--- config.mk ---
export PLATFORM = sky130hd
export DESIGN_NAME = input_gain_amp_control
export DESIGN_NICKNAME = d
export VERILOG_FILES = /design/src/gain_amp_pkg.sv /design/src/timeout_tick_gen.sv /design/src/amp_gain_channel.sv /design/src/input_gain_amp_control.sv
export SDC_FILE = /design/constraint.sdc
export NUM_CORES = 1
export LEC_CHECK = 0
export ABC_AREA = 1
export BUFFER_PORTS_ARGS = -buffer_cell sky130_fd_sc_hd__buf_2
export CORE_ASPECT_RATIO = 0.75
export CORE_MARGIN = 2
export CORE_UTILIZATION = 40
export CTS_BUF_LIST = sky130_fd_sc_hd__clkbuf_8 sky130_fd_sc_hd__clkbuf_16
export DETAILED_ROUTE_END_ITERATION = 8
export HOLD_SLACK_MARGIN = 0.1
export SKIP_CTS_REPAIR_TIMING = 1
export SYNTH_ARGS = -nofsm -noshare
export SYNTH_HDL_FRONTEND = slang
export SYNTH_SLANG_ARGS = --single-unit
--- constraint.sdc ---
create_clock -name ref_clk -period 3.9 [get_ports ref_clk]
set_clock_uncertainty 0.15 [all_clocks]
set_input_delay 0.39 -clock ref_clk [delete_from_list [all_inputs] [get_ports ref_clk]]
set_output_delay 0.39 -clock ref_clk [all_outputs]
set_load 0.01 [all_outputs]
--- src/gain_amp_pkg.sv ---
// constants shared by the input gain amplifier control block
package gain_amp_pkg;

   // ****************************************************************
   // register indices, byte address is four times the index
   // ****************************************************************
   localparam logic [5:0] POWER_ENABLES_INDEX   = 6'h02;
   localparam logic [5:0] LEFT_FIRST_VOL_INDEX  = 6'h18;
   localparam logic [5:0] LEFT_SECOND_VOL_INDEX = 6'h19;
   localparam logic [5:0] RIGHT_FIRST_VOL_INDEX = 6'h1A;
   localparam logic [5:0] RIGHT_SECOND_VOL_INDEX = 6'h1B;
   localparam logic [5:0] INPUT_SELECT_INDEX    = 6'h28;

   // ****************************************************************
   // field positions and reset values
   // ****************************************************************
   localparam int         POWER_ENABLE_LSB   = 4;
   localparam int         GAIN_UPDATE_BIT    = 8;
   localparam int         MUTE_BIT           = 7;
   localparam int         ZERO_CROSS_BIT     = 6;
   localparam int         GAIN_MSB           = 4;
   localparam logic [4:0] GAIN_RESET         = 5'b01011;
   localparam logic       MUTE_RESET         = 1'b1;
   localparam logic       ZERO_CROSS_RESET   = 1'b0;
   localparam logic [3:0] POWER_RESET        = 4'h0;
   localparam logic [7:0] INPUT_SELECT_RESET = 8'h00;

   // ****************************************************************
   // amplifier numbering: 0 right first, 1 right second, 2 left first, 3 left second
   // ****************************************************************
   localparam int NUM_AMPS = 4;

   // ****************************************************************
   // timeout tick pacing
   // ****************************************************************
   localparam int         DIVIDER_WIDTH       = 3;
   localparam int         TICK_COUNT_WIDTH    = 16;
   localparam int         TIMEOUT_BASE_CYCLES = 256;

   typedef enum logic [0:0] {
      GAIN_IDLE    = 1'b0,
      GAIN_WAITING = 1'b1
   } gain_state_type;

   // volume register index to amplifier number
   function automatic logic [1:0] amp_of_vol_index(input logic [5:0] idx);
      logic [1:0] amp;
      amp = 2'd0;
      if (idx == LEFT_FIRST_VOL_INDEX) amp = 2'd2;
      if (idx == LEFT_SECOND_VOL_INDEX) amp = 2'd3;
      if (idx == RIGHT_FIRST_VOL_INDEX) amp = 2'd0;
      if (idx == RIGHT_SECOND_VOL_INDEX) amp = 2'd1;
      return amp;
   endfunction : amp_of_vol_index

   function automatic logic is_vol_index(input logic [5:0] idx);
      return (idx >= LEFT_FIRST_VOL_INDEX) && (idx <= RIGHT_SECOND_VOL_INDEX);
   endfunction : is_vol_index

endpackage : gain_amp_pkg

--- src/timeout_tick_gen.sv ---
// timeout tick generator paced by the divider
`timescale 1ns/1ps
`default_nettype none
module timeout_tick_gen #(
   parameter int unsigned BASE_CYCLES = gain_amp_pkg::TIMEOUT_BASE_CYCLES
) (
   // clock and reset
   input  wire  logic                                   ref_clk,
   input  wire  logic                                   rst_sync_b,
   // pacing
   input  wire  logic                                   tick_enable,
   input  wire  logic [gain_amp_pkg::DIVIDER_WIDTH-1:0] tick_divider,
   // tick
   output logic                                         tick
);
   localparam int CW = gain_amp_pkg::TICK_COUNT_WIDTH + 8;

   logic [CW-1:0] count_q;
   logic [CW-1:0] count_d;
   logic [CW-1:0] period;
   wire           at_end;

   // divider doubles the period per step
   assign period  = CW'(BASE_CYCLES) << tick_divider;
   assign at_end  = (count_q >= period - CW'(1));
   assign count_d = (!tick_enable || at_end) ? '0 : count_q + CW'(1);

   always_ff @(posedge ref_clk or negedge rst_sync_b) begin
      if (!rst_sync_b) begin
         count_q <= '0;
         tick    <= 1'b0;
      end else begin
         count_q <= count_d;
         tick    <= tick_enable && at_end;
      end
   end
endmodule : timeout_tick_gen
`default_nettype wire

--- src/amp_gain_channel.sv ---
// one amplifier's gain apply and mute arming logic
`timescale 1ns/1ps
`default_nettype none
module amp_gain_channel (
   // clock and reset
   input  wire  logic       ref_clk,
   input  wire  logic       rst_sync_b,
   // register state
   input  wire  logic [4:0] stored_gain,
   input  wire  logic       zero_cross_sel,
   input  wire  logic       mute_bit,
   input  wire  logic       update_strobe,
   // events
   input  wire  logic       zero_cross_seen,
   input  wire  logic       timeout_tick,
   // applied state
   output logic [4:0]       active_gain,
   output logic             mute_active,
   output logic             gain_pending
);
   gain_amp_pkg::gain_state_type state_q;
   gain_amp_pkg::gain_state_type state_d;
   logic                         armed_q;
   wire                          apply_now;

   // zero-cross off applies in the strobe cycle, on waits for crossing or timeout
   assign apply_now = (update_strobe && !zero_cross_sel)
                    || (state_q == gain_amp_pkg::GAIN_WAITING
                        && (!zero_cross_sel || zero_cross_seen || timeout_tick));

   always_comb begin
      state_d = state_q;
      unique case (state_q)
         gain_amp_pkg::GAIN_IDLE: begin
            if (update_strobe && zero_cross_sel) state_d = gain_amp_pkg::GAIN_WAITING;
         end
         gain_amp_pkg::GAIN_WAITING: begin
            // a fresh strobe in the apply cycle keeps the request alive
            if (apply_now && !update_strobe) state_d = gain_amp_pkg::GAIN_IDLE;
         end
      endcase
   end

   always_ff @(posedge ref_clk or negedge rst_sync_b) begin
      if (!rst_sync_b) begin
         state_q     <= gain_amp_pkg::GAIN_IDLE;
         active_gain <= gain_amp_pkg::GAIN_RESET;
         armed_q     <= 1'b0;
         mute_active <= 1'b0;
      end else begin
         state_q <= state_d;
         if (apply_now) active_gain <= stored_gain;
         armed_q     <= armed_q | ~mute_bit;
         mute_active <= mute_bit & armed_q;
      end
   end

   assign gain_pending = (state_q == gain_amp_pkg::GAIN_WAITING);
endmodule : amp_gain_channel
`default_nettype wire

--- src/input_gain_amp_control.sv ---
// register bank and control of the four input gain amplifiers
//
// Our own choice: the APB slave port.
`timescale 1ns/1ps
`default_nettype none
module input_gain_amp_control #(
   parameter int unsigned TIMEOUT_BASE_CYCLES = gain_amp_pkg::TIMEOUT_BASE_CYCLES
) (
   // clock and reset
   input  wire  logic                                   ref_clk,
   input  wire  logic                                   rst_b,
   // apb slave
   input  wire  logic                                   psel,
   input  wire  logic                                   penable,
   input  wire  logic                                   pwrite,
   input  wire  logic [7:0]                             paddr,
   input  wire  logic [31:0]                            pwdata,
   output logic [31:0]                                  prdata,
   output logic                                         pready,
   output logic                                         pslverr,
   // timeout pacing from the clocking block
   input  wire  logic                                   timeout_tick_enable,
   input  wire  logic [gain_amp_pkg::DIVIDER_WIDTH-1:0] timeout_tick_divider,
   // zero crossings seen by the analogue detectors, one per amplifier
   input  wire  logic [3:0]                             zero_cross_detect,
   // amplifier power enables
   output logic                                         left_first_amp_enable,
   output logic                                         left_second_amp_enable,
   output logic                                         right_first_amp_enable,
   output logic                                         right_second_amp_enable,
   // input switch controls
   output logic                                         left_first_noninv_select,
   output logic                                         left_first_inv_select,
   output logic                                         left_second_noninv_select,
   output logic                                         left_second_inv_select,
   output logic                                         right_first_noninv_select,
   output logic                                         right_first_inv_select,
   output logic                                         right_second_noninv_select,
   output logic                                         right_second_inv_select,
   // active gain codes, shared by both inputs of each amplifier
   output logic [4:0]                                   left_first_gain_code,
   output logic [4:0]                                   left_second_gain_code,
   output logic [4:0]                                   right_first_gain_code,
   output logic [4:0]                                   right_second_gain_code,
   // effective mutes
   output logic                                         left_first_amp_mute,
   output logic                                         left_second_amp_mute,
   output logic                                         right_first_amp_mute,
   output logic                                         right_second_amp_mute,
   // gain change still waiting for a crossing
   output logic [3:0]                                   gain_pending
);

   // ****************************************************************
   // reset release
   // ****************************************************************
   logic rst_meta_q;
   logic rst_sync_b;

   always_ff @(posedge ref_clk or negedge rst_b) begin
      if (!rst_b) begin
         rst_meta_q <= 1'b0;
         rst_sync_b <= 1'b0;
      end else begin
         rst_meta_q <= 1'b1;
         rst_sync_b <= rst_meta_q;
      end
   end

   // ****************************************************************
   // bus decode
   // ****************************************************************
   wire [5:0] reg_index;
   wire       aligned;
   wire       hit_power;
   wire       hit_select;
   wire       hit_vol;
   wire       mapped;
   wire       setup_phase;
   wire       access_done;
   wire       wr_en;
   wire [1:0] wr_amp;

   assign reg_index   = paddr[7:2];
   assign aligned     = (paddr[1:0] == 2'b00);
   assign hit_power   = aligned && (reg_index == gain_amp_pkg::POWER_ENABLES_INDEX);
   assign hit_select  = aligned && (reg_index == gain_amp_pkg::INPUT_SELECT_INDEX);
   assign hit_vol     = aligned && gain_amp_pkg::is_vol_index(reg_index);
   assign mapped      = hit_power || hit_select || hit_vol;
   assign setup_phase = psel && !penable;
   assign access_done = psel && penable && pready;
   assign wr_en       = access_done && pwrite && mapped;
   assign wr_amp      = gain_amp_pkg::amp_of_vol_index(reg_index);

   // no wait state: read data is captured in the setup cycle
   assign pready  = psel && penable;
   assign pslverr = psel && penable && !mapped;

   // ****************************************************************
   // control registers
   // ****************************************************************
   logic [3:0] power_q;
   logic [7:0] select_q;
   logic [4:0] gain_q  [gain_amp_pkg::NUM_AMPS];
   logic       mute_q  [gain_amp_pkg::NUM_AMPS];
   logic       zc_q    [gain_amp_pkg::NUM_AMPS];

   always_ff @(posedge ref_clk or negedge rst_sync_b) begin
      if (!rst_sync_b) begin
         power_q  <= gain_amp_pkg::POWER_RESET;
         select_q <= gain_amp_pkg::INPUT_SELECT_RESET;
      end else if (wr_en) begin
         if (hit_power) power_q <= pwdata[gain_amp_pkg::POWER_ENABLE_LSB +: 4];
         if (hit_select) select_q <= pwdata[7:0];
      end
   end

   // gain, mute and zero-cross fields per amplifier
   for (genvar i = 0; i < gain_amp_pkg::NUM_AMPS; i++) begin : g_vol
      always_ff @(posedge ref_clk or negedge rst_sync_b) begin
         if (!rst_sync_b) begin
            gain_q[i] <= gain_amp_pkg::GAIN_RESET;
            mute_q[i] <= gain_amp_pkg::MUTE_RESET;
            zc_q[i]   <= gain_amp_pkg::ZERO_CROSS_RESET;
         end else if (wr_en && hit_vol && wr_amp == 2'(i)) begin
            gain_q[i] <= pwdata[gain_amp_pkg::GAIN_MSB:0];
            mute_q[i] <= pwdata[gain_amp_pkg::MUTE_BIT];
            zc_q[i]   <= pwdata[gain_amp_pkg::ZERO_CROSS_BIT];
         end
      end
   end

   // ****************************************************************
   // pair update strobes
   // ****************************************************************
   // live for the write cycle only, the strobe bit itself is not stored in any register field
   wire strobe_bit;
   wire first_pair_gain_update;
   wire second_pair_gain_update;
   wire [3:0] amp_update;

   assign strobe_bit = wr_en && hit_vol && pwdata[gain_amp_pkg::GAIN_UPDATE_BIT];
   assign first_pair_gain_update  = strobe_bit && !wr_amp[0];
   assign second_pair_gain_update = strobe_bit && wr_amp[0];
   assign amp_update = {second_pair_gain_update, first_pair_gain_update,
                        second_pair_gain_update, first_pair_gain_update};

   // one cycle late so a gain written together with its strobe is already stored when applied
   logic [3:0] amp_update_q;

   always_ff @(posedge ref_clk or negedge rst_sync_b) begin
      if (!rst_sync_b) begin
         amp_update_q <= 4'h0;
      end else begin
         amp_update_q <= amp_update;
      end
   end

   // ****************************************************************
   // timeout tick
   // ****************************************************************
   logic timeout_tick;

   timeout_tick_gen #(
      .BASE_CYCLES (TIMEOUT_BASE_CYCLES)
   ) u_tick (
      .ref_clk      (ref_clk),
      .rst_sync_b   (rst_sync_b),
      .tick_enable  (timeout_tick_enable),
      .tick_divider (timeout_tick_divider),
      .tick         (timeout_tick)
   );

   // ****************************************************************
   // gain application
   // ****************************************************************
   logic [4:0] active_gain [gain_amp_pkg::NUM_AMPS];
   logic [3:0] mute_active;

   for (genvar i = 0; i < gain_amp_pkg::NUM_AMPS; i++) begin : g_amp
      amp_gain_channel u_chan (
         .ref_clk         (ref_clk),
         .rst_sync_b      (rst_sync_b),
         .stored_gain     (gain_q[i]),
         .zero_cross_sel  (zc_q[i]),
         .mute_bit        (mute_q[i]),
         .update_strobe   (amp_update_q[i]),
         .zero_cross_seen (zero_cross_detect[i]),
         .timeout_tick    (timeout_tick),
         .active_gain     (active_gain[i]),
         .mute_active     (mute_active[i]),
         .gain_pending    (gain_pending[i])
      );
   end

   // ****************************************************************
   // read path
   // ****************************************************************
   wire  [31:0] vol_readback;
   wire  [31:0] read_value;

   // strobe bit and bit 5 always read zero
   assign vol_readback = {24'h0000_00, mute_q[wr_amp], zc_q[wr_amp], 1'b0, gain_q[wr_amp]};
   assign read_value   = hit_power  ? {24'h0000_00, power_q, 4'h0} :
                         hit_select ? {24'h0000_00, select_q} :
                         hit_vol    ? vol_readback : 32'h0000_0000;

   always_ff @(posedge ref_clk or negedge rst_sync_b) begin
      if (!rst_sync_b) begin
         prdata <= 32'h0000_0000;
      end else if (setup_phase) begin
         prdata <= (pwrite) ? 32'h0000_0000 : read_value;
      end
   end

   // ****************************************************************
   // analogue-facing outputs
   // ****************************************************************
   assign right_first_amp_enable  = power_q[0];
   assign right_second_amp_enable = power_q[1];
   assign left_first_amp_enable   = power_q[2];
   assign left_second_amp_enable  = power_q[3];

   // non-inverting at odd bits, inverting at even bits
   assign right_first_noninv_select  = select_q[1];
   assign right_second_noninv_select = select_q[3];
   assign left_first_noninv_select   = select_q[5];
   assign left_second_noninv_select  = select_q[7];
   assign right_first_inv_select     = select_q[0];
   assign right_second_inv_select    = select_q[2];
   assign left_first_inv_select      = select_q[4];
   assign left_second_inv_select     = select_q[6];

   // one code drives both input sides of an amplifier
   assign right_first_gain_code  = active_gain[0];
   assign right_second_gain_code = active_gain[1];
   assign left_first_gain_code   = active_gain[2];
   assign left_second_gain_code  = active_gain[3];

   assign right_first_amp_mute  = mute_active[0];
   assign right_second_amp_mute = mute_active[1];
   assign left_first_amp_mute   = mute_active[2];
   assign left_second_amp_mute  = mute_active[3];

endmodule : input_gain_amp_control
`default_nettype wire

**Yosys cells after proc, flatten, opt, wreduce, memory -nomap -nowiden**

Cells that the tools add are included.

- $add $sub $neg: 2
- Order comparisons: 4
- Eq/ne operators: 9
- Shift operators: 1
- Multiplexer cells: 30
- Bitwise gates (word level): 17
- Reduce and logical (&&, ||, !) cells: 65

Operators with widths:

| kind | count |
|---|---|
| $logic_and A1 B1 Y1 | 34 |
| $mux W8 | 4 |
| $add A24 B1 Y24 const B | 1 |
| $eq A6 B5 Y1 const B | 4 |
| $ge A24 B24 Y1 | 1 |
| $mux W24 | 1 |
| $shl A9 B3 Y24 const A | 1 |
| $sub A24 B1 Y24 const B | 1 |
| $logic_or A1 B1 Y1 | 15 |
| $logic_not A1 Y1 | 12 |
| $mux W1 | 12 |
| $bmux W5 S2 | 1 |
| $mux W5 | 2 |
| $mux W2 | 4 |
| $not A1 Y1 | 8 |
| $pmux W1 S2 | 4 |
| $eq A6 B2 Y1 const B | 1 |
| $eq A6 B6 Y1 const B | 1 |
| $ge A6 B5 Y1 const B | 1 |
| $le A6 B5 Y1 const B | 1 |
| $and A1 B1 Y1 | 4 |
| $bmux W1 S2 | 2 |
| $eq A2 B2 Y1 const B | 2 |
| $logic_not A2 Y1 | 2 |
| other kinds (5) | 9 |

- Register bits: 135
- Input port bits: 53

**Longest topological paths before layout**

Gate-level depths: netlist (run 1).

- Depth in word-level cells: 13
- Depth in mapped cells: 11

**Hierarchy**

From an unflattened synthesis (run 1), not the netlist that was laid out.

- Cell total of the unflattened synthesis: 684
- Area total of the unflattened synthesis: 5713.0 µm²

By module, submodules not included:

| module | times used | cells each | area an instance (µm²) |
|---|---|---|---|
| input_gain_amp_control | 1 | 374 | 2917.8 |
| amp_gain_channel | 4 | 37 | 350.3 |
| timeout_tick_gen | 1 | 162 | 1393.8 |

**Least setup slack after synthesis (run 1)**

No wires, ideal clock.

- Path type: input-to-reg
- Start point: input timeout_tick_divider[1] (netlist bit)
- End point: register u_tick.count_q[8]
- Data arrival time: 1788 ps
- Required time: 3679 ps
- Path slack: 1891 ps
- Stages on the path: 11
- Cell sequence: o21ai_0 o21bai_1 ha_1 nand2_1 inv_1 nor2_1 o21ai_0 a21oi_1 nand4_2 buf_4 nor2_1

- Longest elaborated chain between the ends: 5

RTL lines:

| item | RTL line | text |
|---|---|---|
| start: declaration | input_gain_amp_control.sv:23 | `input wire logic [gain_amp_pkg::DIVIDER_WIDTH-1:0] timeout_tick_divider,` |
| $shl A9 B3 Y24 | timeout_tick_gen.sv:24 | `assign period = CW'(BASE_CYCLES) << tick_divider;` |
| $sub A24 B1 Y24 | timeout_tick_gen.sv:25 | `assign at_end = (count_q >= period - CW'(1));` |
| $ge A24 B24 Y1 | timeout_tick_gen.sv:25 |  |
| $logic_or A1 B1 Y1 | timeout_tick_gen.sv:26 | `assign count_d = (!tick_enable \|\| at_end) ? '0 : count_q + CW'(1);` |
| $mux W24 | timeout_tick_gen.sv:26 |  |
| named net u_tick.count_d[8] | timeout_tick_gen.sv:19 | `logic [CW-1:0] count_d;` |
| end signal: assignment | timeout_tick_gen.sv:33 | `count_q <= count_d;` |
| end: declaration | timeout_tick_gen.sv:18 | `logic [CW-1:0] count_q;` |

The timed path passes the listed nets, and every way through them passes these cells.
A chain may end at the register's enable or synchronous reset.

**Worst setup path in the final report (run 1)**

- Start point: input paddr[4]
- End point: output pslverr

- Longest elaborated chain between the ends: 6
- Elaborated cells between the ends (all ways): 12

RTL lines:

| item | RTL line | text |
|---|---|---|
| start: declaration | input_gain_amp_control.sv:16 | `input wire logic [7:0] paddr,` |
| $ge A6 B5 Y1 (tied with other cells) | gain_amp_pkg.sv:57 | `return (idx >= LEFT_FIRST_VOL_INDEX) && (idx <= RIGHT_SECOND_VOL_INDEX);` |
| $logic_and A1 B1 Y1, on equally long branches | gain_amp_pkg.sv:57, input_gain_amp_control.sv:86, input_gain_amp_control.sv:87 |  |
| $logic_and A1 B1 Y1 or $logic_or A1 B1 Y1 (tied branches) | input_gain_amp_control.sv:88, input_gain_amp_control.sv:89 |  |
| $logic_or A1 B1 Y1 * | input_gain_amp_control.sv:89 | `assign mapped = hit_power \|\| hit_select \|\| hit_vol;` |
| $logic_not A1 Y1 * | input_gain_amp_control.sv:97 | `assign pslverr = psel && penable && !mapped;` |
| $logic_and A1 B1 Y1 * | input_gain_amp_control.sv:97 |  |
| end: declaration | input_gain_amp_control.sv:20 | `output logic pslverr,` |

Every way passes the cells marked *; elsewhere a longest branch is shown, timed or not.

==> flow_metrics.tcl, run 1 <==
set metrics [dict create \
    outcome "finished, final reports clean" \
    report.final.slew_viol_count 0 \
    start_util 0.413 \
    cts-root-buf "clkbuf_16" \
    core_area_sq_um 12400 \
    synth_fa_ha_area_frac 0.0220 \
    crit_path_top_delay_cell "nand2_1" \
    p_leak_nw 2.94 \
    routed_wl_mm 11.7 \
    grt_pass1_wl_mm 19.0 \
    total_power_mw 2.26 \
    syn_inst 568 \
    clk_pin_slew_ps 70 \
    yosysUniqueCellTypes 29 \
    antenna_found_initial 0 \
    drtIter0Drc 309 \
    setup_slack_ps 1630 \
    met1Wirelength_mm 5.76 \
    synth_compound_area_frac 0.0774 \
    dp_worst_setup_slack_ps 1400 \
    r2r_setup_slack_ps 1820 \
    place_hpwl_mm 8.73 \
    muxShareOfSynthArea 0.0374 \
    cp-start-kind "input pin" \
    drc_errors 0 \
    die_width_um 135 \
    routedWlPerCell_um 14.1 \
    vias 3958 \
    crit_required_ps 3360 \
    first_global_vias 3789 \
    setup_viol 0 \
    num_rows 35 \
    layout.nets 718 \
    synth_xor_area_frac 0.0256 \
    finalCritPeriodShare 0.582 \
    fp.dieH_um 102 \
    gr-usage-all-layers 0.179 \
    dr_wl_met2_mm 4.96 \
    ir_drop_mv 0.227 \
    clock.fmax_mhz 441 \
    final_common_cell "nand2_1" \
    worst_setup_path_end_kind "output pin" \
    post-place-cells 810 \
    fillerInstances 1187 \
    yosysSeqAreaShare 0.539 \
    syn_area_sq_um 5120 \
    port_buffers 79 \
    crit_chain "buf_2, inv_1, nand2_1, nor2_1, nand2_1, inv_1, nor4_1, buf_2" \
    dr.pass1.iters 5 \
    fin_area_sq_um 5920 \
    multi_input_area_sq_um 2000 \
    layout-drive-gt1-share 0.234 \
    clk_path_buf_depth 2 \
    critical_path_buf_inv_count 4 \
    clock-sinks 109 \
    layout_common_cells "nand2_1 (141), dfrtp_1 (80), buf_2 (79)" \
    grt_start_max_net_pins 79 \
    clk_latency_ps 350 \
    synth_top_family_by_area "simple AND/OR/NAND/NOR gates" \
    n_antenna_cell 0 \
    utilization 0.478 \
    syn_to_final_growth_pct 15.6 \
    powerDensity_nw_per_um2 381 \
    worstPathArrival_ps 1730 \
    min_path_type "in -> reg" \
    ys.warnings.count 0 \
    finalNonFillerCells 827 \
    max-slew-margin-rel 0.347 \
    fin_crit_ps 2270 \
    postRouteAntennaNets 0 \
    ys_ff_latch 109 \
    wl_met3_um 804 \
    cp_top_family "simple AND/OR/NAND/NOR gates" \
    maxCapViolCount 0 \
    place_congestion 0.868 \
    critPathKind "in -> out" \
    avgSynthCellArea_sq_um 9.02 \
    htree_levels 3 \
    cts_tree "yes" \
    cts_buffers 9 \
    grt-ovfl-total 0 \
    avgViaCountPerCell 4.79 \
    die_area_sq_um 13700 \
    placed_area_sq_um 5590 \
    hold-worst-slack_ps 124 \
    highest_layer "met4" \
    hold_viol_final 0 \
    tightest_slew_ps 979 \
    critical-path-max-stage-delay_ps 340 \
    yosys.area_share.simple 0.203 \
    rsz0062_at_grt "no" \
    ff_latch_area_sq_um 2770 \
    io_pins 127 \
    cp_max_fo 13 \
    tns_ps 0 \
]
-- logic make-up (layout without fill, tap and decap cells) --
group                      after synthesis  in the layout
and+or+nand+nor                        248            248
AOI/OAI and AO/OA                       78             78
other                                    2             33
xor gates and xnor gates                15             15
DFF                                    109            109
muxes                                   17             17
buffers and inverters                   90            152
adders and majority gates                9              9
-- per-layer routing --
metal	vias up	track usage
met4	0	0.0559
met5	-	0
met2	153	0.258
li1	1941	-
met1	1850	0.265
met3	14	0.0461
-- final cells by class --
type                       instances  area share
sequential                       109       0.467
multi-input combinational        400       0.337
tap                              166      0.0351
clock inverter                     7      0.0167
clock buffer                       9      0.0380
inverter                          53      0.0336
timing repair buffer              83      0.0723
-- Yosys cell counts, drive strengths merged --
master | instances | share of area
nand2 | 143 | 0.11
dfrtp | 81 | 0.40
o21ai | 56 | 0.055
inv | 53 | 0.039
nor2 | 50 | 0.038
buf | 36 | 0.054
nand3 | 35 | 0.034
dfstp | 28 | 0.14
a21oi | 19 | 0.019
mux2 | 17 | 0.037
xor2 | 10 | 0.017
ha | 9 | 0.022
nor3 | 9 | 0.011
nand4 | 6 | 0.0085
xnor2 | 5 | 0.0085
or2 | 4 | 0.0049
conb | 2 | 0.0015
o21bai | 2 | 0.0029
a31oi | 1 | 0.0012
clkbuf | 1 | 0.00073
nor4 | 1 | 0.0012
-- sequential cells by signal, summed over array words and instances, names as in the netlist --
name,count
zc_q,4
gain_q,20
g_amp.u_chan.gain_pending,4
prdata,8
mute_q,4
g_amp.u_chan.active_gain,20
amp_update_q,2
g_amp.u_chan.mute_active,4
rst_meta_q,1
select_q,8
rst_sync_b,1
u_tick.count_q,24
power_q,4
u_tick.tick,1
g_amp.u_chan.armed_q,4
-- path summary, 6_finish.rpt --
check                      cells past startpoint                        endpoint                 from
min                                            3                     u_tick.tick  timeout_tick_enable
max                                            8                         pslverr             paddr[4]
min in group asynchronous                      2                      rst_sync_b                rst_b
min reg2reg                                    0                      rst_sync_b           rst_meta_q
max reg2reg                                    6              u_tick.count_q[16]    u_tick.count_q[9]
max in group asynchronous                      1  g_amp[0].u_chan.active_gain[3]           rst_sync_b
-- report_power, final --
group	internal [mW]	switching [mW]
Clock	0.567	0.428
Sequential	1.14	0.0210
Combinational	0.0295	0.0686
-- worst register-to-register path, delay by kind of cell (launching register included) --
family | cells | cell delay, ps
DFF | 1 | 440
AOI/OAI and AO/OA | 3 | 450
and+or+nand+nor | 2 | 620
adders and majority gates | 1 | 330
Power figures use the tool's default switching activity.
==> inputs of run 2 (changes only) <==
--- a/config.mk
+++ b/config.mk
@@ -5,7 +5,7 @@
 export SDC_FILE = /design/constraint.sdc
 export NUM_CORES = 1
 export LEC_CHECK = 0
-export ABC_AREA = 1
+export ABC_AREA = 0
 export BUFFER_PORTS_ARGS = -buffer_cell sky130_fd_sc_hd__buf_2
 export CORE_ASPECT_RATIO = 0.75
 export CORE_MARGIN = 2
@@ -13,6 +13,7 @@
 export CTS_BUF_LIST = sky130_fd_sc_hd__clkbuf_8 sky130_fd_sc_hd__clkbuf_16
 export DETAILED_ROUTE_END_ITERATION = 8
 export HOLD_SLACK_MARGIN = 0.1
+export PLACE_DENSITY = 0.65
 export SKIP_CTS_REPAIR_TIMING = 1
 export SYNTH_ARGS = -nofsm -noshare
 export SYNTH_HDL_FRONTEND = slang
==> constraint.sdc (replaced) <==
create_clock -name ref_clk -period 2.05 [get_ports ref_clk]
set_clock_uncertainty 0.15 [all_clocks]
set_input_delay 0.205 -clock ref_clk [delete_from_list [all_inputs] [get_ports ref_clk]]
set_output_delay 0.205 -clock ref_clk [all_outputs]
set_load 0.01 [all_outputs]
==> run 2 against run 1 <==
Compared with the run above:
- first-iteration DRC count is 46% lower
- utilization is 2.8 points higher
- synthesized cell count is 26% lower
- synthesized area is 0.51% lower
- largest power group unchanged
- highest routed layer unchanged
==> flow_metrics.tcl, run 2 <==
set metrics [dict create \
    outcome "finished, final reports clean" \
    rsz0062_at_grt "yes" \
    powerDensity_nw_per_um2 652 \
    syn_area_sq_um 5100 \
    postRouteAntennaNets 0 \
    layout_common_cells "dfrtp_1 (80), buf_2 (79), mux2_2 (60)" \
    syn_to_final_growth_pct 22.7 \
    die_area_sq_um 13700 \
    p_switching_mw 0.937 \
    synth_enable_flop_cells 0 \
    synth_compound_area_frac 0.0859 \
    seq_power_share 0.543 \
    fillerInstances 1138 \
    fin_crit_ps 2030 \
    cp-start-kind "register" \
    worstPathArrival_ps 2160 \
    yosysUniqueCellTypes 51 \
    grt_pass1_wl_mm 17.8 \
    yosys.area.top_type "dfrtp_1" \
    clock.fmax_mhz 492 \
    synth_top_family_by_area "multiplexers" \
    ys.warnings.count 0 \
    dr.pass1.iters 5 \
    synth_area_leaders "dfrtp_1 (40%), dfstp_2 (14%), mux2_2 (13%)" \
    p_leak_nw 3.02 \
    reg2reg_depth 6 \
    worst_setup_path_end_kind "register" \
    fin_area_sq_um 6250 \
    avgViaCountPerCell 5.00 \
    grt-ovfl-total 0 \
    gr-usage-all-layers 0.169 \
    utilization 0.506 \
    synth_xor_area_frac 0.0206 \
    setup_slack_ps 15.9 \
    crit_chain "ha_2, or3_1, a31o_1, a2111o_1, buf_4, nor2_1" \
    placed_area_sq_um 5820 \
    grt_start_max_net_pins 62 \
    routedWlPerCell_um 15.6 \
    crit_required_ps 2170 \
    comb_power_share 0.060 \
    ys_ff_latch 109 \
    clk_pin_slew_ps 70 \
    place_hpwl_mm 8.67 \
    switching_share 0.230 \
    ir_drop_mv 0.436 \
    yosysMostFrequentCell "dfrtp_1" \
    largest_reg_flops 24 \
    die_width_um 134 \
    cp_top_family "compound AO/OA/AOI/OAI gates" \
    crit_path_top_delay_cell "dfrtp_1" \
    max_flop_register "u_tick.count_q" \
    report.final.slew_viol_count 0 \
    routed_wl_mm 11.3 \
    p_clk_frac 0.396 \
    layout.nets 615 \
    avgSynthCellArea_sq_um 12.1 \
    clock-sinks 109 \
    layout-drive-gt1-share 0.407 \
    vias 3622 \
    critical-path-max-stage-delay_ps 400 \
    antenna_found_initial 0 \
    cp_max_fo 10 \
    critical_path_buf_inv_count 1 \
    place_congestion 0.911 \
    final_common_cell "dfrtp_1" \
    async_reset_ff_frac 1.00 \
    min_path_type "in -> reg" \
    critPathKind "reg -> reg" \
    top_regs "u_tick.count_q: 24 flops, g_amp.u_chan.active_gain: 20 flops, gain_q: 20 flops" \
    drtIter0Drc 168 \
    core_area_sq_um 12300 \
    maxCapViolCount 0 \
    yosysSeqAreaShare 0.542 \
    syn_inst 423 \
    setup_viol 0 \
    synthTopCellsByCount "dfrtp_1 (81), mux2_2 (60), buf_4 (28), dfstp_2 (28), nor2_1 (26)" \
    finalCritPeriodShare 0.992 \
    cts_tree "yes" \
    port_buffers 79 \
    num_rows 35 \
    yosys.area_share.simple 0.132 \
    muxShareOfSynthArea 0.138 \
    fp.dieH_um 102 \
    dp_worst_setup_slack_ps -33.3 \
    n_antenna_cell 0 \
    io_pins 127 \
    drc_errors 0 \
    yosysTopAreaCellShare 0.398 \
    hold_viol_final 0 \
    cts-root-buf "clkbuf_16" \
    start_util 0.413 \
    htree_levels 3 \
    cts_buffers 9 \
    internal_power_mw 3.14 \
    clk_latency_ps 340 \
    synth_flop_cell "dfrtp_1" \
    first_global_vias 3449 \
    synth_fa_ha_area_frac 0.0221 \
    clk_path_buf_depth 2 \
    hold_depth 4 \
    cp_num_cells 6 \
]
[run 2: cell types whose count changed after synthesis, sizes merged, moves of 6 or more]
cell	previous run	this run
mux2	17	60
o21ai	56	19
and2	0	8
nor2b	0	6
a21oi	19	12
nor2	50	27
nand2	143	16
nand2b	0	6
and3	0	7
nand3	35	16
xor2	10	4
inv	53	8
a211oi	0	11
[run 2: logic make-up after synthesis]
kind of cell	count (synthesis)
adders and majority gates	9
DFF	109
xor gates and xnor gates	12
muxes	63
and+or+nand+nor	117
AOI/OAI and AO/OA	67
buffers and inverters	44
other	2
[run 2: final timing paths]
kind	slack, ps	endpoint	start
worst max-delay path	20	u_tick.count_q[2]	u_tick.count_q[9]
worst min-delay path	70	g_amp[0].u_chan.gain_pending	zero_cross_detect[0]
worst max register to register	20	u_tick.count_q[2]	u_tick.count_q[9]
worst min register to register	120	u_tick.count_q[0]	rst_sync_b
max in group asynchronous	930	mute_q[1]	rst_sync_b
min in group asynchronous	120	u_tick.count_q[0]	rst_sync_b
[run 2: area by class of cell]
| class | count | area, sq um | area share |
|---|---|---|---|
| clock inverters | 6 | 42.5 | 0.00680 |
| inverters | 8 | 30.0 | 0.00480 |
| flip-flops and latches | 109 | 2770 | 0.442 |
| well taps | 166 | 208 | 0.0332 |
| repair buffers | 124 | 793 | 0.127 |
| multi-input cells | 301 | 2170 | 0.348 |
| clock buffers | 10 | 239 | 0.0382 |
[run 2: power by group through the flow]
stage,clock (mW),sequential (mW),combinational [mW]
CTS,1.67,2.22,0.224
global route,1.76,2.22,0.276
global placement,0,2.25,0.217
finish,1.62,2.21,0.245
floorplan,0,2.27,0.126
detailed placement,0,2.25,0.223
[run 2: worst min-delay path: stages]
cell and delay, ps:
buf_2 90, nor3b_1 40, o21ai_0 140, nand2_1 50
[run 2: metal layers]
metal / GRT usage / share of wire / vias up
met5: 0 / 0 / -
met4: 0.0445 / 0.012 / 0
met3: 0.0435 / 0.052 / 12
li1: - / - / 1716
met1: 0.237 / 0.48 / 1802
met2: 0.263 / 0.46 / 92
[run 2: per-stage QoR]
stage | TNS (ps) | hold slack (ps) | power, mW | std cells
6_report | 0 | 68.1 | 4.07 | 724
5_1_grt | -623 | 109 | 4.26 | 724
4_1_cts | -13.7 | -531 | 4.11 | 710
3_5_place_dp | -98.2 | -154 | 2.48 | 694
3_3_place_gp | 0 | -156 | 2.47 | 694
2_1_floorplan | 0 | -241 | 2.40 | 454
==> inputs of run 3 (changes only) <==
--- a/config.mk
+++ b/config.mk
@@ -6,7 +6,7 @@
 export NUM_CORES = 1
 export LEC_CHECK = 0
 export ABC_AREA = 0
-export BUFFER_PORTS_ARGS = -buffer_cell sky130_fd_sc_hd__buf_2
+export BUFFER_PORTS_ARGS = -buffer_cell sky130_fd_sc_hd__buf_4
 export CORE_ASPECT_RATIO = 0.75
 export CORE_MARGIN = 2
 export CORE_UTILIZATION = 40
==> run 3 against run 2 <==
Compared with the run above:
- non-clock buffer count down 1
- first-iteration DRC count up 26%
- global-route usage up 0.59 points
- worst setup slack worse by 15 ps
- sequential power about the same
==> flow_metrics.tcl, run 3 (synthesis results as in run 2) <==
set metrics [dict create \
    antenna_found_initial 0 \
    worst_setup_path_end_kind "register" \
    hold_viol_final 0 \
    routed_wl_mm 11.6 \
    io_pins 127 \
    reg2reg_depth 6 \
    min_path_type "in -> reg" \
    rsz0062_at_grt "yes" \
    vias 3589 \
    routedWlPerCell_um 16.0 \
    cp_max_fo 7 \
    clk_latency_ps 340 \
    holdPathEnd "g_amp[3].u_chan.gain_pending" \
    gr-usage-all-layers 0.175 \
    htree_levels 3 \
    crit_required_ps 2170 \
    finalCritPeriodShare 0.999 \
    clock-sinks 109 \
    worstPathArrival_ps 2170 \
    start_util 0.413 \
    die_area_sq_um 13700 \
    powerDensity_nw_per_um2 657 \
    ir_drop_mv 0.477 \
    drc_errors 0 \
    p_leak_nw 3.04 \
    max-slew-margin-rel 0.632 \
    port_buffers 79 \
    finalNonFillerCells 723 \
    hold_depth 4 \
    critPathKind "reg -> reg" \
    outcome "finished, final reports clean" \
    dr.pass1.iters 4 \
    hold_start "zero_cross_detect[3]" \
    die_width_um 134 \
    num_rows 35 \
    maxCapViolCount 0 \
    place_hpwl_mm 8.61 \
    post-place-cells 691 \
    drtIter0Drc 211 \
    cts-root-buf "clkbuf_16" \
    cts_tree "yes" \
    avgViaCountPerCell 4.96 \
    max_flop_register "u_tick.count_q" \
    fp.dieH_um 102 \
    n_antenna_cell 0 \
    final_common_cell "buf_4" \
    grt_pass1_wl_mm 18.5 \
    top_regs "u_tick.count_q: 24 flops, g_amp.u_chan.active_gain: 20 flops, gain_q: 20 flops" \
    clk_path_buf_depth 2 \
    timing.rr.end "u_tick.count_q[15]" \
    tightest_slew_ps 551 \
    tns_ps 0 \
    first_global_vias 3437 \
    setup_viol 0 \
    r2r_start "u_tick.count_q[9]" \
    cp-start-kind "register" \
    core_area_sq_um 12300 \
    report.final.slew_viol_count 0 \
    grt_start_max_net_pins 108 \
    place_congestion 0.894 \
    clock.fmax_mhz 488 \
    layout_common_cells "buf_4 (105), dfrtp_1 (80), mux2_2 (60)" \
    largest_reg_flops 24 \
    utilization 0.523 \
    layout.nets 614 \
    syn_to_final_growth_pct 26.7 \
    fin_crit_ps 2050 \
    cts_buffers 9 \
    grt-ovfl-total 0 \
    layout-drive-gt1-share 0.399 \
    postRouteAntennaNets 0 \
    r2r_setup_slack_ps 1 \
    clk_pin_slew_ps 70 \
]
-- run 3: power breakdown --
group / switching, mW / leakage, nW / internal (mW)
Clock: 0.775 / 0.147 / 0.978
Combinational: 0.164 / 1.52 / 0.118
Sequential: 0.0204 / 1.37 / 2.18
Total: 0.959 / 3.04 / 3.28
-- run 3: area by class of cell --
cell class	instances	area (sq um)
Fill cell	1081	5890
Tap cell	166	208
Sequential cell	109	2770
Multi-Input combinational cell	301	2160
Inverter	8	30.0
Timing Repair Buffer	123	988
Clock buffer	10	239
Clock inverter	6	61.3
-- run 3: worst max path at each step --
| stage | endpoint | from | slack [ps] |
|---|---|---|---|
| 5_1_grt | u_tick.count_q[7] | u_tick.count_q[9] | -70 |
| 4_1_cts | u_tick.count_q[15] | u_tick.count_q[9] | 3 |
| 2_1_floorplan | u_tick.count_q[12] | u_tick.count_q[9] | 7 |
| 3_3_place_gp | u_tick.count_q[16] | u_tick.count_q[9] | 50 |
| 3_5_place_dp | u_tick.count_q[4] | timeout_tick_divider[1] | 10 |
| 6_report | u_tick.count_q[15] | u_tick.count_q[9] | 1 |
-- run 3: critical path, stage by stage, from the launching register on --
cell      delay [ps]
dfrtp_1          390
ha_2             180
or3_1            370
a31o_1           210
a2111o_1         380
buf_4            170
a21oi_1          120
-- run 3: metrics by stage --
step	setup WS, ps	instance area [sq um]	power, mW	hold WS [ps]
2_1_floorplan	6.68	5220	2.40	-241
3_5_place_dp	11.6	5990	2.50	-160
5_1_grt	-70.1	6460	4.42	129
4_1_cts	3.18	6290	4.26	-540
6_report	1.39	6460	4.24	44.8
3_3_place_gp	53.7	5990	2.49	-162
-- run 3: metal layers --
layer	part of all wire	track usage	wire [um]	up-vias
li1	-	-	-	1721
met1	0.49	0.260	5720	1763
met2	0.44	0.254	5130	90
met3	0.051	0.0410	587	15
met4	0.011	0.0526	129	0
met5	0	0	0	-
